File: config.mk
export PLATFORM = sky130hd
export DESIGN_NAME = per_pm_event_router
export DESIGN_NICKNAME = d
export VERILOG_FILES = /design/src/verilog/per_pkg.sv /design/src/verilog/per_pm_event_router.sv
export VERILOG_INCLUDE_DIRS = /design/src /design/src/verilog
export SDC_FILE = /design/constraint.sdc
export NUM_CORES = 1
export LEC_CHECK = 0
export ABC_AREA = 1
export BUFFER_PORTS_ARGS = -buffer_cell sky130_fd_sc_hd__buf_2
export CAP_MARGIN = 25
export CORE_MARGIN = 2
export CORE_UTILIZATION = 35
export CTS_CLUSTER_SIZE = 28
export DETAILED_ROUTE_END_ITERATION = 8
export RECOVER_POWER = 50
export SLEW_MARGIN = 20
export SYNTH_ARGS = -nofsm -noshare
export SYNTH_HDL_FRONTEND = slang
export SYNTH_SLANG_ARGS = --single-unit
File: constraint.sdc
create_clock -name core_clk_in -period 3.46 [get_ports core_clk_in]
set_clock_uncertainty 0.15 [all_clocks]
set_input_delay 0.692 -clock core_clk_in [delete_from_list [all_inputs] [get_ports core_clk_in]]
set_output_delay 0.692 -clock core_clk_in [all_outputs]
set_load 0.05 [all_outputs]
File: src/verilog/per_params.svh
/*
 * Event router constants: register indices, reset values, bus shape.
 * Assumes inclusion by bare name from the design file.
 */
`ifndef PER_PARAMS_SVH
`define PER_PARAMS_SVH

// ==================================================================
// Register indices in the power index space (byte address = index * 4).
`define PER_IDX_GEV_ROUTE_LO 8'h30
`define PER_IDX_GEV_ROUTE_HI 8'h31
`define PER_IDX_MON_ROUTE_A 8'h32
`define PER_IDX_MON_ROUTE_B 8'h33
`define PER_IDX_MON_ROUTE_C 8'h34
`define PER_IDX_MON_ROUTE_D 8'h35
`define PER_IDX_GEV_EDGE 8'h36
`define PER_IDX_MON_EDGE_A 8'h37
`define PER_IDX_MON_EDGE_B 8'h38
`define PER_IDX_GEV_FLAGS 8'h39
`define PER_IDX_WAKE_FLAGS_A 8'h3A
`define PER_IDX_WAKE_FLAGS_B 8'h3B
`define PER_IDX_MISC_ROUTE 8'h3C
`define PER_IDX_GEV_SMISCI 8'h5A
`define PER_IDX_IRQ_STATUS 8'h60
`define PER_IDX_IRQ_MASK 8'h61
`define PER_IDX_CONTROL 8'h62
`define PER_IDX_MISC_FLAGS 8'h63
`define PER_IDX_OTHER_SMISCI 8'h64

// ==================================================================
// Reset values.
`define PER_RST_BYTE 8'h00
`define PER_RST_MISC 4'h0
`define PER_RST_OTHER 20'h00000
`define PER_RST_IRQ 3'h0
`define PER_RST_WORD 32'h00000000

// ==================================================================
// Bus shape: word index sits above the two byte-offset bits.
`define PER_IDX_LSB 2
`define PER_IDX_W 8

`endif

File: src/verilog/per_pkg.sv
/*
 * Types shared by the power-management event router.
 * Assumes nothing of its surroundings; it holds declarations only.
 */
package per_pkg;

    // ==================================================================
    // Two-bit routing code carried by every event source.
    typedef enum logic [1:0] {
        PER_ROUTE_ACPI = 2'h0,
        PER_ROUTE_SMI = 2'h1,
        PER_ROUTE_SMI_SCI = 2'h2,
        PER_ROUTE_IRQ13 = 2'h3
    } per_route_t;

    // Processor-facing interrupt requests, carried together.
    typedef struct packed {
        logic sci;
        logic smi;
        logic irq13;
    } per_irq_t;

endpackage

File: src/verilog/per_pm_event_router.sv
/*
 * Power-management event router: synchronised edge detection on 28 sources,
 * sticky flags and routing to SCI, SMI or IRQ13, under APB control.
 * Assumes one 50 MHz clock, synchronous active-low reset, an APB3 master.
 */
// Design decision made here: register access over APB.
// Functional notes
// - Route 00 gives SCI or SMI per select.
// - 01 SMI, 10 SMI then SCI, 11 IRQ13.
// - Index 32h routes ext1, PCIe, monitor0.
// - Index 33h routes monitors 1, 2, 3, 8.
// - Index 34h routes wake0, monitors 4, 5, audio.
// - Index 35h routes monitors 6, 7, wake2, storage.
// - Index 3Ch routes legacy, thermal, USB, AC97.
// - Routing fields reset to 00.
// - Index 36h: general event edge polarity.
// - Index 37h: first monitor group polarity.
// - Index 38h: second monitor group polarity.
// - Index 39h: general event flags, W1C.
// - Index 3Ah: first group flags, W1C.
// - Index 3Bh: second group flags, W1C.
// - Indices 30h, 31h route general events.
// - Separate SMI-then-SCI flags for general events.

`timescale 1ns/100ps
`include "per_params.svh"

module per_pm_event_router #(
    parameter int NUM_GEV = 8,
    parameter int APB_ADDR_W = 12
) (
    input wire logic core_clk_in,
    input wire logic rst_n_in,
    // APB3 slave.
    input wire logic psel_in,
    input wire logic penable_in,
    input wire logic pwrite_in,
    input wire logic [APB_ADDR_W-1:0] paddr_in,
    input wire logic [31:0] pwdata_in,
    output logic [31:0] prdata_out,
    output logic pready_out,
    output logic pslverr_out,
    // Event sources.
    input wire logic [NUM_GEV-1:0] general_event_in,
    input wire logic [7:0] monitor_group_a_in,
    input wire logic [7:0] monitor_group_b_in,
    input wire logic legacy_smi_event_in,
    input wire logic thermal_alert_in,
    input wire logic usb_wake_event_in,
    input wire logic ac97_wake_event_in,
    // Processor interrupt outputs.
    output logic control_irq_out,
    output logic mgmt_irq_n_out,
    output logic irq13_out,
    output logic irq_out
);

    // ==================================================================
    // Elaboration checks.
    localparam int NUM_SRC = 28;
    initial begin
        if (NUM_GEV != 8) begin
            $error("NUM_GEV must be 8.");
        end
        if (APB_ADDR_W < `PER_IDX_W + `PER_IDX_LSB) begin
            $error("APB_ADDR_W too narrow.");
        end
    end

    // ==================================================================
    // Source vector: [7:0] general events, [15:8] first monitor group,
    // [23:16] second monitor group, [27:24] misc sources.
    logic [NUM_SRC-1:0] src_raw; // Unsynchronised source levels.
    assign src_raw = {ac97_wake_event_in, usb_wake_event_in, thermal_alert_in,
                      legacy_smi_event_in, monitor_group_b_in, monitor_group_a_in,
                      general_event_in};

    // ==================================================================
    // Register state.
    logic [7:0] gev_route_lo_reg; // Events 0-3 routes.
    logic [7:0] gev_route_hi_reg; // Events 4-7 routes.
    logic [7:0] monitor_route_a_reg; // First monitor routes.
    logic [7:0] monitor_route_b_reg; // Monitors 1-3, 8.
    logic [7:0] monitor_route_c_reg; // Wake zero, monitors 4-5, audio.
    logic [7:0] monitor_route_d_reg; // Monitors 6-7, wake two, storage.
    logic [7:0] misc_source_route_reg; // Legacy, thermal, USB, AC97.

    logic [7:0] general_event_edge_select_reg; // General event polarity.
    logic [7:0] monitor_edge_select_a_reg; // First group polarity.
    logic [7:0] monitor_edge_select_b_reg; // Second group polarity.

    logic [NUM_SRC-1:0] flags_reg; // Sticky event flags.
    logic [NUM_SRC-1:0] smisci_reg; // Pending SMI half of SMI-then-SCI.
    logic [2:0] irq_status_reg; // Sticky group events.
    logic [2:0] irq_mask_reg; // Enables for irq_status_reg.

    logic acpi_path_select_reg; // 1: ACPI events raise SCI, 0: SMI.
    logic [31:0] prdata_reg; // Read data captured in setup.

    // ==================================================================
    // Bus decode. Reads are captured in setup, writes act in access.
    logic [`PER_IDX_W-1:0] idx; // Word index of the current transfer.
    logic setup_ph; // Setup cycle.
    logic access_ph; // Access cycle; completes at once.
    logic wr_en; // Write takes effect at this edge.
    logic idx_hit; // Index maps onto a register.
    assign idx = paddr_in[`PER_IDX_LSB +: `PER_IDX_W];
    assign setup_ph = psel_in & ~penable_in;
    assign access_ph = psel_in & penable_in;
    assign wr_en = access_ph & pwrite_in & idx_hit;
    assign pready_out = access_ph;
    assign pslverr_out = access_ph & ~idx_hit;

    // Per-register write strobes.
    logic wr_gev_lo;
    logic wr_gev_hi;
    logic wr_mon_a;
    logic wr_mon_b;
    logic wr_mon_c;
    logic wr_mon_d;
    logic wr_misc_route;

    logic wr_gev_edge;
    logic wr_edge_a;
    logic wr_edge_b;
    logic wr_gev_flags;
    logic wr_flags_a;
    logic wr_flags_b;

    logic wr_gev_smisci;
    logic wr_irq_status;
    logic wr_irq_mask;
    logic wr_control;
    logic wr_misc_flags;
    logic wr_other_smisci;
    assign wr_gev_lo = wr_en & (idx == `PER_IDX_GEV_ROUTE_LO);
    assign wr_gev_hi = wr_en & (idx == `PER_IDX_GEV_ROUTE_HI);
    assign wr_mon_a = wr_en & (idx == `PER_IDX_MON_ROUTE_A);
    assign wr_mon_b = wr_en & (idx == `PER_IDX_MON_ROUTE_B);
    assign wr_mon_c = wr_en & (idx == `PER_IDX_MON_ROUTE_C);
    assign wr_mon_d = wr_en & (idx == `PER_IDX_MON_ROUTE_D);
    assign wr_misc_route = wr_en & (idx == `PER_IDX_MISC_ROUTE);
    assign wr_gev_edge = wr_en & (idx == `PER_IDX_GEV_EDGE);
    assign wr_edge_a = wr_en & (idx == `PER_IDX_MON_EDGE_A);
    assign wr_edge_b = wr_en & (idx == `PER_IDX_MON_EDGE_B);
    assign wr_gev_flags = wr_en & (idx == `PER_IDX_GEV_FLAGS);
    assign wr_flags_a = wr_en & (idx == `PER_IDX_WAKE_FLAGS_A);
    assign wr_flags_b = wr_en & (idx == `PER_IDX_WAKE_FLAGS_B);
    assign wr_gev_smisci = wr_en & (idx == `PER_IDX_GEV_SMISCI);
    assign wr_irq_status = wr_en & (idx == `PER_IDX_IRQ_STATUS);
    assign wr_irq_mask = wr_en & (idx == `PER_IDX_IRQ_MASK);
    assign wr_control = wr_en & (idx == `PER_IDX_CONTROL);
    assign wr_misc_flags = wr_en & (idx == `PER_IDX_MISC_FLAGS);
    assign wr_other_smisci = wr_en & (idx == `PER_IDX_OTHER_SMISCI);

    // Read multiplexer; narrow registers sit in the low bits, the rest read zero.
    logic [31:0] rd_mux;
    always_comb begin
        idx_hit = 1'b1;
        rd_mux = `PER_RST_WORD;
        if (idx == `PER_IDX_GEV_ROUTE_LO) begin
            rd_mux[7:0] = gev_route_lo_reg;
        end else if (idx == `PER_IDX_GEV_ROUTE_HI) begin
            rd_mux[7:0] = gev_route_hi_reg;
        end else if (idx == `PER_IDX_MON_ROUTE_A) begin
            rd_mux[7:0] = monitor_route_a_reg;
        end else if (idx == `PER_IDX_MON_ROUTE_B) begin
            rd_mux[7:0] = monitor_route_b_reg;
        end else if (idx == `PER_IDX_MON_ROUTE_C) begin
            rd_mux[7:0] = monitor_route_c_reg;
        end else if (idx == `PER_IDX_MON_ROUTE_D) begin
            rd_mux[7:0] = monitor_route_d_reg;
        end else if (idx == `PER_IDX_MISC_ROUTE) begin
            rd_mux[7:0] = misc_source_route_reg;
        end else if (idx == `PER_IDX_GEV_EDGE) begin
            rd_mux[7:0] = general_event_edge_select_reg;
        end else if (idx == `PER_IDX_MON_EDGE_A) begin
            rd_mux[7:0] = monitor_edge_select_a_reg;
        end else if (idx == `PER_IDX_MON_EDGE_B) begin
            rd_mux[7:0] = monitor_edge_select_b_reg;
        end else if (idx == `PER_IDX_GEV_FLAGS) begin
            rd_mux[7:0] = flags_reg[7:0];
        end else if (idx == `PER_IDX_WAKE_FLAGS_A) begin
            rd_mux[7:0] = flags_reg[15:8];
        end else if (idx == `PER_IDX_WAKE_FLAGS_B) begin
            rd_mux[7:0] = flags_reg[23:16];
        end else if (idx == `PER_IDX_GEV_SMISCI) begin
            rd_mux[7:0] = smisci_reg[7:0];
        end else if (idx == `PER_IDX_IRQ_STATUS) begin
            rd_mux[2:0] = irq_status_reg;
        end else if (idx == `PER_IDX_IRQ_MASK) begin
            rd_mux[2:0] = irq_mask_reg;
        end else if (idx == `PER_IDX_CONTROL) begin
            rd_mux[0] = acpi_path_select_reg;
        end else if (idx == `PER_IDX_MISC_FLAGS) begin
            rd_mux[3:0] = flags_reg[27:24];
        end else if (idx == `PER_IDX_OTHER_SMISCI) begin
            rd_mux[19:0] = smisci_reg[27:8];
        end else begin
            // Unmapped index: zero data and an error response.
            idx_hit = 1'b0;
        end
    end

    // Read data is captured in setup so prdata_out comes straight from a flop.
    always_ff @(posedge core_clk_in) begin
        if (!rst_n_in) begin
            prdata_reg <= `PER_RST_WORD;
        end else if (setup_ph && !pwrite_in) begin
            prdata_reg <= rd_mux;
        end
    end
    assign prdata_out = prdata_reg;

    // ==================================================================
    // Configuration registers. All routing fields start at ACPI.
    always_ff @(posedge core_clk_in) begin
        if (!rst_n_in) begin
            gev_route_lo_reg <= `PER_RST_BYTE;
            gev_route_hi_reg <= `PER_RST_BYTE;
            monitor_route_a_reg <= `PER_RST_BYTE;
            monitor_route_b_reg <= `PER_RST_BYTE;
            monitor_route_c_reg <= `PER_RST_BYTE;
            monitor_route_d_reg <= `PER_RST_BYTE;
            misc_source_route_reg <= `PER_RST_BYTE;
        end else begin
            if (wr_gev_lo) gev_route_lo_reg <= pwdata_in[7:0];
            if (wr_gev_hi) gev_route_hi_reg <= pwdata_in[7:0];
            if (wr_mon_a) monitor_route_a_reg <= pwdata_in[7:0];
            if (wr_mon_b) monitor_route_b_reg <= pwdata_in[7:0];
            if (wr_mon_c) monitor_route_c_reg <= pwdata_in[7:0];
            if (wr_mon_d) monitor_route_d_reg <= pwdata_in[7:0];
            if (wr_misc_route) misc_source_route_reg <= pwdata_in[7:0];
        end
    end

    // Edge polarity, interrupt mask and the ACPI path select.
    always_ff @(posedge core_clk_in) begin
        if (!rst_n_in) begin
            general_event_edge_select_reg <= `PER_RST_BYTE;
            monitor_edge_select_a_reg <= `PER_RST_BYTE;
            monitor_edge_select_b_reg <= `PER_RST_BYTE;
            irq_mask_reg <= `PER_RST_IRQ;
            acpi_path_select_reg <= 1'b0;
        end else begin
            if (wr_gev_edge) general_event_edge_select_reg <= pwdata_in[7:0];
            if (wr_edge_a) monitor_edge_select_a_reg <= pwdata_in[7:0];
            if (wr_edge_b) monitor_edge_select_b_reg <= pwdata_in[7:0];
            if (wr_irq_mask) irq_mask_reg <= pwdata_in[2:0];
            if (wr_control) acpi_path_select_reg <= pwdata_in[0];
        end
    end

    // ==================================================================
    // Synchronisers: stage one feeds only stage two; stage three is the older sample.
    logic [NUM_SRC-1:0] sync1_reg; // First synchroniser stage.
    logic [NUM_SRC-1:0] sync2_reg; // Second stage, safe to use.
    logic [NUM_SRC-1:0] prev_reg; // Sample one cycle older than sync2_reg.
    always_ff @(posedge core_clk_in) begin
        if (!rst_n_in) begin
            sync1_reg <= '0;
            sync2_reg <= '0;
            prev_reg <= '0;
        end else begin
            sync1_reg <= src_raw;
            sync2_reg <= sync1_reg;
            prev_reg <= sync2_reg;
        end
    end

    // Packed views of routing and polarity, indexed by source number.
    // Misc sources have no polarity bits; they trigger on the rising edge.
    logic [2*NUM_SRC-1:0] route_vec; // Source i at [2i+1:2i].
    logic [NUM_SRC-1:0] edge_sel; // 1: rising, 0: falling.
    assign route_vec = {misc_source_route_reg, monitor_route_d_reg, monitor_route_c_reg,
                        monitor_route_b_reg, monitor_route_a_reg, gev_route_hi_reg,
                        gev_route_lo_reg};
    assign edge_sel = {4'hF, monitor_edge_select_b_reg, monitor_edge_select_a_reg,
                       general_event_edge_select_reg};

    logic [NUM_SRC-1:0] edge_hit; // One-cycle pulse on the selected edge.
    logic [NUM_SRC-1:0] smisci_set; // Edge on a source routed SMI-then-SCI.
    logic [NUM_SRC-1:0] sci_req; // Per-source control interrupt request.
    logic [NUM_SRC-1:0] smi_req; // Per-source management interrupt request.
    logic [NUM_SRC-1:0] irq13_req; // Per-source IRQ13 request.

    // Per-source edge test and route decode.
    for (genvar i = 0; i < NUM_SRC; i++) begin : g_src
        per_pkg::per_route_t route; // This source's routing code.
        assign route = per_pkg::per_route_t'(route_vec[2*i +: 2]);
        // Compare consecutive synchronised samples: one transition, one pulse.
        assign edge_hit[i] = edge_sel[i] ? (sync2_reg[i] & ~prev_reg[i])
                                         : (~sync2_reg[i] & prev_reg[i]);
        assign smisci_set[i] = edge_hit[i] & (route == per_pkg::PER_ROUTE_SMI_SCI);
        // ACPI follows the global select; SMI-then-SCI gives SCI once SMI half is done.
        assign sci_req[i] = flags_reg[i] & (((route == per_pkg::PER_ROUTE_ACPI)
                            & acpi_path_select_reg) | ((route == per_pkg::PER_ROUTE_SMI_SCI)
                            & ~smisci_reg[i]));
        assign smi_req[i] = (flags_reg[i] & (((route == per_pkg::PER_ROUTE_ACPI)
                            & ~acpi_path_select_reg) | (route == per_pkg::PER_ROUTE_SMI)))
                            | smisci_reg[i];
        assign irq13_req[i] = flags_reg[i] & (route == per_pkg::PER_ROUTE_IRQ13);
    end

    // ==================================================================
    // Sticky flags. Write-one-clear, and a set in the same cycle wins.
    logic [NUM_SRC-1:0] flag_clr; // Bits software clears this cycle.
    logic [NUM_SRC-1:0] smisci_clr; // SMI-then-SCI bits cleared this cycle.
    logic [NUM_SRC-1:0] flags_next;
    logic [NUM_SRC-1:0] smisci_next;
    assign flag_clr = {wr_misc_flags ? pwdata_in[3:0] : 4'h0,
                       wr_flags_b ? pwdata_in[7:0] : 8'h00,
                       wr_flags_a ? pwdata_in[7:0] : 8'h00,
                       wr_gev_flags ? pwdata_in[7:0] : 8'h00};
    assign smisci_clr = {wr_other_smisci ? pwdata_in[19:0] : 20'h00000,
                         wr_gev_smisci ? pwdata_in[7:0] : 8'h00};
    assign flags_next = (flags_reg & ~flag_clr) | edge_hit;
    assign smisci_next = (smisci_reg & ~smisci_clr) | smisci_set;

    always_ff @(posedge core_clk_in) begin
        if (!rst_n_in) begin
            flags_reg <= '0;
            smisci_reg <= '0;
        end else begin
            flags_reg <= flags_next;
            smisci_reg <= smisci_next;
        end
    end

    // ==================================================================
    // Interrupt status: bit 0 general event edge, bit 1 monitor edge,
    // bit 2 misc edge. Set wins over a write-one clear in the same cycle.
    logic [2:0] irq_set; // Group event pulses.
    logic [2:0] irq_status_next;
    assign irq_set = {|edge_hit[27:24], |edge_hit[23:8], |edge_hit[7:0]};
    assign irq_status_next = (irq_status_reg &
                              ~(wr_irq_status ? pwdata_in[2:0] : 3'h0)) | irq_set;

    always_ff @(posedge core_clk_in) begin
        if (!rst_n_in) begin
            irq_status_reg <= `PER_RST_IRQ;
        end else begin
            irq_status_reg <= irq_status_next;
        end
    end

    // ==================================================================
    // Output stage. Registered so the pins never glitch on decode changes;
    // the cost is one cycle from flag to pin, except irq_out, which is registered from irq_status_next.
    per_pkg::per_irq_t irq_next; // Combined requests.
    per_pkg::per_irq_t irq_reg; // Registered requests.
    logic irq_line_reg; // Registered summary interrupt.
    assign irq_next.sci = |sci_req;
    assign irq_next.smi = |smi_req;
    assign irq_next.irq13 = |irq13_req;

    always_ff @(posedge core_clk_in) begin
        if (!rst_n_in) begin
            irq_reg <= '0;
            irq_line_reg <= 1'b0;
        end else begin
            irq_reg <= irq_next;
            irq_line_reg <= |(irq_status_next & irq_mask_reg);
        end
    end

    assign control_irq_out = irq_reg.sci;
    assign mgmt_irq_n_out = ~irq_reg.smi;
    assign irq13_out = irq_reg.irq13;
    assign irq_out = irq_line_reg;

endmodule // per_pm_event_router
==> key figures, run 1 <==
Outcome
  • Run status: finished with violations
  • Violations in the final reports: max-capacitance violations, max-slew violations

Clock network
  • Clock latency reported for the late side of the worst-skew pair: 570 ps
  • Setup Buffers After CTS: 0
  • Clock root cell: clkbuf_16
  • Clock sink count: 251
  • H-tree depth: 1
  • CTS Buffer Depth: 3
  • Worst-path clk slew: around 60 ps
  • Post-cts resize count: 0
  • Clock tree from TritonCTS: done
  • Total clock buffers created by CTS: 29
  • Cts-stage hold buffer count: 0

Route
  • Remaining antenna violation count after routing: 0
  • DRC violations left: 0
  • Via-to-Cell Ratio: 5.178
  • Vias after detailed routing: 11340
  • Wire length after detailed routing: 45.70 mm
  • Routed wire length per instance: 20.86 microns
  • DRT Pass-1 Iters: 5
  • Iteration-0 DRC count of the detailed router: roughly 1200

Critical path
  • Endpoint of the most critical setup path: pslverr_out
  • Launch point of the worst path: paddr_in[5]
  • Slowest cell delay on critical path: about 370 ps
  • FF-to-FF End: control_irq_out$_SDFF_PN0_
  • Startpoint Class: input port
  • Kind of critical path: in2out
  • Data arrival at the endpoint of the critical path: 2330 ps
  • Source of the worst register-to-register timing path: acpi_path_select_reg$_SDFFE_PN0P_
  • Path depth of the worst reg2reg path: 6
  • Worst-path fanout max: 5
  • Series of cell instances along the critical path: clkbuf_1, inv_1, nand2_1, nor2_1, nand2_1, inv_1, nor4_2, nand4_1, nor2_1, buf_2
  • Crit end category: primary output
  • Internal reg-to-reg setup slack: around 690 ps
  • Crit-path slowest cell: nor4_2
  • Data required time of the worst path: 2620 ps

STA
  • Final Hold Slack: 151.7 ps
  • Final hold violation count: 0
  • Post-route minimum period: between 3000 and 4000 ps
  • Worst setup margin: between 200 and 300 ps
  • Worst slew margin relative to its limit: -0.6069
  • Part of the cycle the worst path needs: 0.9162
  • Final Slew Violations: 127
  • Actual transition at the worst max-transition pin: 2410 ps
  • Upper clock frequency limit: about 0.32 GHz
  • Unrepaired setup endpoints after global routing: no
  • Setup Total Neg Slack: 0 ps
  • Count of endpoints failing setup in the final report: 0

GRT
  • Number of global-route vias before repair: 10310
  • GRT Residual Overflow: 0
  • First-pass GRT wire length: roughly 66 mm
  • Initial antenna violation count: 1
  • Pin count of the biggest net entering global routing: 127
  • Global routing usage summed across all routing layers: 0.2625

Floorplan
  • Die extent in y: between 150 and 200 microns
  • Area of the die: 34400 sq um
  • Initial standard-cell utilization of the core: 0.3551
  • Die X: between 150 and 200 microns
  • Core area: 32450 sq um
  • Floorplan row count: between 60 and 70
  • Boundary Pins: 115

Logic synthesis
  • Number of distinct library cells after synthesis: 41
  • Post-synthesis average cell area: 7.019 sq um
  • Sequential-to-total area share from yosys stat: 0.4360
  • Synthesized netlist cell count: between 1500 and 2000
  • Number of flops mapped to enable cells by yosys: 0
  • Netlist Area Pre-Place: 11520 sq um
  • Synth async-reset ratio: 0
  • Number of synthesis warnings: 0
  • Post-synthesis sequential element count: 251
  • Main flop type after synthesis: dfxtp_1

Finish
  • Signed area change from the synthesized netlist to the final layout: 15.63%
  • ANT cells: 0
  • Fill cell instance count of the final layout: 3503
  • Core utilization of the finished layout: 0.4106
  • Net total in the final layout: 1804
  • Fraction of layout instances using a drive strength above 1: 0.09205

Placement
  • Number of port buffers: 86
  • Final HPWL from detailed placement: 34.25 mm
  • Weighted congestion reported at the end of routability-driven placement: 0.9869
  • Pre-CTS worst setup slack: slightly above 300 ps

Run
  • Count of max-cap constraint violations: 1

Pwr
  • Power density over the cells: 490.1 nW/um^2
  • Leakage power: 5.571 nW
  • IR Drop Worst-Case VDD: 0.3511 mV
  • Overall power after layout: 6.531 mW

Hold path
  • Hold WC Path Type: in2reg
## cell usage in the layout (no fill, tap or decap), types with 2 or more instances in the layout
cell	count
bufinv_16	3
a2111oi_0	6
o31ai_1	6
nand3b_1	2
or4_1	2
clkinvlp_4	2
a21oi_1	201
buf_12	3
clkinv_1	6
nor4_1	34
nor3_1	37
nand2_4	7
clkbuf_1	34
buf_2	59
o21ai_0	156
o2111ai_1	5
a311oi_1	3
clkbuf_16	29
nand2_1	315
nor2_1	79
o21ai_1	16
nand3_1	92
a221oi_1	16
o211ai_1	3
inv_2	4
inv_1	277
a31oi_1	5
buf_4	27
nand2_2	4
nor2_4	3
nor2_2	2
clkinv_2	8
clkbuf_8	3
conb_1	12
dfxtp_1	251
o22ai_1	5
nand4_1	20
## worst min path at each step
stage	cells past startpoint	startpoint	slack, ps	to
3_3_place_gp	2	sync1_reg[3]$_SDFF_PN0_	240	sync2_reg[3]$_SDFF_PN0_
3_5_place_dp	2	sync1_reg[24]$_SDFF_PN0_	250	sync2_reg[24]$_SDFF_PN0_
5_1_grt	3	general_event_in[0]	150	sync1_reg[0]$_SDFF_PN0_
6_report	3	monitor_group_b_in[1]	150	sync1_reg[17]$_SDFF_PN0_
4_1_cts	3	monitor_group_b_in[5]	130	sync1_reg[21]$_SDFF_PN0_
2_1_floorplan	2	sync1_reg[0]$_SDFF_PN0_	240	sync2_reg[0]$_SDFF_PN0_
## cell type report
type                       count  area (sq um)  share of cell area
sequential                   251          5025              0.3771
multi-input combinational   1040          5040              0.3782
timing repair buffer         118         668.1             0.05014
clock buffer                  38         789.5             0.05924
clock inverter                15         173.9             0.01305
inverter                     287          1077             0.08084
tap                          442         553.0             0.04150
## metrics by stage
| stage | instance area (sq um) | std cells |
|---|---|---|
| 2_1_floorplan | 11570 | 1653 |
| 3_3_place_gp | 12440 | 2138 |
| 3_5_place_dp | 12440 | 2138 |
| 4_1_cts | 13400 | 2191 |
| 5_1_grt | 13330 | 2191 |
| 6_report | 13330 | 2191 |
## worst max-delay path, delay by kind of cell
kind | cells | cell delay [ps]
buffers and inverters | 4 | 550
and+or+nand+nor | 6 | 1080
## cell families after synthesis
logic type,count (synthesis),synth area share
AO/OA/AOI/OAI,426,0.1991
flip-flops,251,0.4360
other,1,0.0003254
AND/OR/NAND/NOR,602,0.2349
buffers and inverters,362,0.1296
## where the power goes
| group | switching (mW) | total (mW) | internal [mW] |
|---|---|---|---|
| Combinational | 0.308 | 0.420 | 0.111 |
| Clock | 1.28 | 3.12 | 1.84 |
| Sequential | 0.0410 | 2.99 | 2.95 |
## synth_stat cells, types with 3 or more instances
| library cell | count | area share |
|---|---|---|
| nor3_1 | 38 | 0.017 |
| nor2_4 | 3 | 0.0029 |
| nand4_1 | 20 | 0.011 |
| o22ai_1 | 5 | 0.0027 |
| clkbuf_1 | 46 | 0.015 |
| o21ai_1 | 18 | 0.0078 |
| a31oi_1 | 5 | 0.0027 |
| nand2_1 | 313 | 0.10 |
| nor2_2 | 3 | 0.0016 |
| a311oi_1 | 3 | 0.0023 |
| inv_1 | 278 | 0.091 |
| nand2_4 | 8 | 0.0078 |
| nor4_1 | 34 | 0.018 |
| buf_4 | 13 | 0.0085 |
| clkinv_1 | 6 | 0.0020 |
| a2111oi_0 | 6 | 0.0046 |
| a221oi_1 | 16 | 0.012 |
| o21ai_0 | 154 | 0.067 |
| nand2_2 | 5 | 0.0027 |
| o211ai_1 | 3 | 0.0020 |
| o31ai_1 | 6 | 0.0039 |
| dfxtp_1 | 251 | 0.44 |
| nand3_1 | 92 | 0.040 |
| buf_2 | 3 | 0.0013 |
| inv_2 | 3 | 0.00098 |
| a21oi_1 | 201 | 0.087 |
| buf_6 | 11 | 0.011 |
| o2111ai_1 | 5 | 0.0038 |
| nor2_1 | 78 | 0.025 |
## per-layer routing
metal  vias up  GRT usage  part of all wire
li1       5566          -                 -
met1      5233     0.3643              0.45
met2       452     0.3979              0.43
met3        93    0.04911             0.075
met4         0     0.1108             0.045
met5         -          0                 0
(Power assumes the default switching activity.)
==> run 2, diff against run 1 <==
CTS_BUF_LIST = sky130_fd_sc_hd__clkbuf_4   (was not set)
==> run 2 against run 1 <==
  * The run still ends with max-capacitance violations, max-slew violations left
  * Die area unchanged
  * Cell area rose by 0.63%
  * Cell count is 3.9% higher
  * Global-route usage up 0.58 points
  * Critical path type unchanged
  * Largest power group is now registers
  * Register-to-register slack gained 100 ps
  * Non-clock buffer count increased by 21
==> key figures, run 2 (synthesized netlist as in run 1, its figures left out) <==
STA
  • Upper clock frequency limit: 0.3117 GHz
  • Actual transition at the worst max-transition pin: 2434 ps
  • Post-route minimum period: 3208 ps
  • Setup Total Neg Slack: 0 ps
  • Final hold violation count: 0
  • Worst slew margin relative to its limit: -0.6228
  • Part of the cycle the worst path needs: 0.9271
  • Unrepaired setup endpoints after global routing: no
  • Count of endpoints failing setup in the final report: 0
  • Final Slew Violations: roughly 130

Critical path
  • Worst-path fanout max: 5
  • Data arrival at the endpoint of the critical path: 2370 ps
  • Slowest cell delay on critical path: 400 ps
  • Data required time of the worst path: 2620 ps
  • Crit end category: primary output
  • Series of cell instances along the critical path: clkbuf_1, inv_1, nand2_1, nor2_1, nand2_1, inv_1, nor4_2, nand4_1, nor2_1, buf_2
  • Kind of critical path: in2out
  • Path depth of the worst reg2reg path: 6
  • Startpoint Class: input port
  • Crit-path slowest cell: nor4_2
  • Internal reg-to-reg setup slack: 790 ps

Finish
  • Reg area: 5025 sq um
  • Non-filler cells in the finished layout: between 2000 and 2500
  • Fill cell instance count of the final layout: around 3500
  • Most frequent cells in the layout: nand2_1, inv_1, dfxtp_1
  • Fraction of layout instances using a drive strength above 1: 0.1189
  • Signed area change from the synthesized netlist to the final layout: 16.36%
  • Commonest non-fill, non-tap cell in the layout: nand2_1
  • Multi-input gate area in the final layout: 5040 sq um
  • Net total in the final layout: 1867

Route
  • Sum of met3 wire segment lengths after detailed routing: between 3 and 4 mm
  • Vias after detailed routing: 11670
  • Remaining antenna violation count after routing: 0
  • Iteration-0 DRC count of the detailed router: 1260
  • Wire length after detailed routing: roughly 46 mm
  • Routed wire length per instance: 20.30 microns
  • DRT Pass-1 Iters: 6
  • WL met2: 19.87 mm
  • Via-to-Cell Ratio: 5.129
  • Highest layer used for signal routing: met4
  • Met1 wire length: 20.72 mm
  • DRC violations left: 0

Floorplan
  • Boundary Pins: 115
  • Die X: 185.5 microns
  • Core area: about 32000 sq um
  • Area of the die: 34400 sq um
  • Floorplan row count: 66
  • Die extent in y: approximately 190 microns
  • Initial standard-cell utilization of the core: 0.3551

Clock network
  • Clock latency reported for the late side of the worst-skew pair: roughly 720 ps
  • Post-cts resize count: 0
  • Clock sink count: 251
  • Total clock buffers created by CTS: 71
  • Clock tree from TritonCTS: done
  • Clock root cell: clkbuf_4
  • CTS Buffer Depth: 3
  • H-tree depth: 3
  • Worst-path clk slew: about 60 ps

GRT
  • First-pass GRT wire length: around 67 mm
  • Initial antenna violation count: 3
  • Number of global-route vias before repair: ~11000
  • Global routing usage summed across all routing layers: 0.2683
  • GRT Residual Overflow: 0
  • Pin count of the biggest net entering global routing: around 130

Placement
  • Placed Instances: 2138
  • Final HPWL from detailed placement: approximately 34 mm
  • Number of port buffers: 86
  • Weighted congestion reported at the end of routability-driven placement: 0.9869

Run
  • Count of max-cap constraint violations: 1

Outcome
  • Run status: finished with violations
  • Violations in the final reports: max-capacitance violations, max-slew violations

Hold path
  • Hold WC Path Type: in2reg
  • Number of instances on the worst hold path: 3

Pwr
  • Power density over the cells: 455.6 nW/um^2
  • IR Drop Worst-Case VDD: 0.2469 mV
  • Leakage power: 5.679 nW
run 2: cell count changes in the layout (fill, tap and decap cells not counted), sizes merged:
cell,delta
buf,-2
bufinv,-2
clkbuf,+60
clkinv,+8
clkinvlp,-1
diode,+1
dlygate4sd3,+21
run 2: power breakdown:
part | switching, mW | internal (mW) | leakage (nW)
Sequential | 0.0411 | 2.95 | 2.04
Clock | 1.31 | 1.37 | 0.502
Combinational | 0.311 | 0.127 | 3.14
run 2: layer usage:
layer  GRT usage  vias to the layer above
met2      0.4064                      512
met4      0.1165                        0
met5           0                        -
met1      0.3671                     5322
li1            -                     5740
met3     0.05713                      100
run 2: per-stage QoR:
stage	utilization	hold slack [ps]	power, mW	worst slack (ps)	instance area [sq um]
2_1_floorplan	-	240.5	3.304	487.7	11570
3_3_place_gp	0.3832	244.6	3.469	314.9	12440
3_5_place_dp	0.3832	246.8	3.474	310.8	12440
4_1_cts	0.4160	3.078	6.183	305.7	13500
5_1_grt	0.4132	27.27	6.393	66.89	13410
6_report	0.4132	29.33	6.110	252.2	13410
run 2: timing repair:
action                    CTS  global route
hold endpoints to repair   21             0
hold buffers               21             0
buffers inserted            0             0
run 2: worst paths after layout:
kind	start	to
worst max-delay path	paddr_in[5]	pslverr_out
worst min-delay path	legacy_smi_event_in	sync1_reg[24]$_SDFF_PN0_
worst max register to register	acpi_path_select_reg$_SDFFE_PN0P_	control_irq_out$_SDFF_PN0_
worst min register to register	sync1_reg[20]$_SDFF_PN0_	sync2_reg[20]$_SDFF_PN0_
run 2: layout make-up:
class                   count  area share
clock inverters            20    0.009890
flip-flops and latches    251      0.3747
repair buffers            139     0.06410
well taps                 442     0.04124
diodes                      1   0.0001866
inverters                 287     0.08033
multi-input cells        1040      0.3758
clock buffers              96     0.05374
run 2: worst max-delay path: cells and delay by family:
family / cells / cell delay, ps
AND/OR/NAND/NOR: 6 / 1130
buffers and inverters: 4 / 540
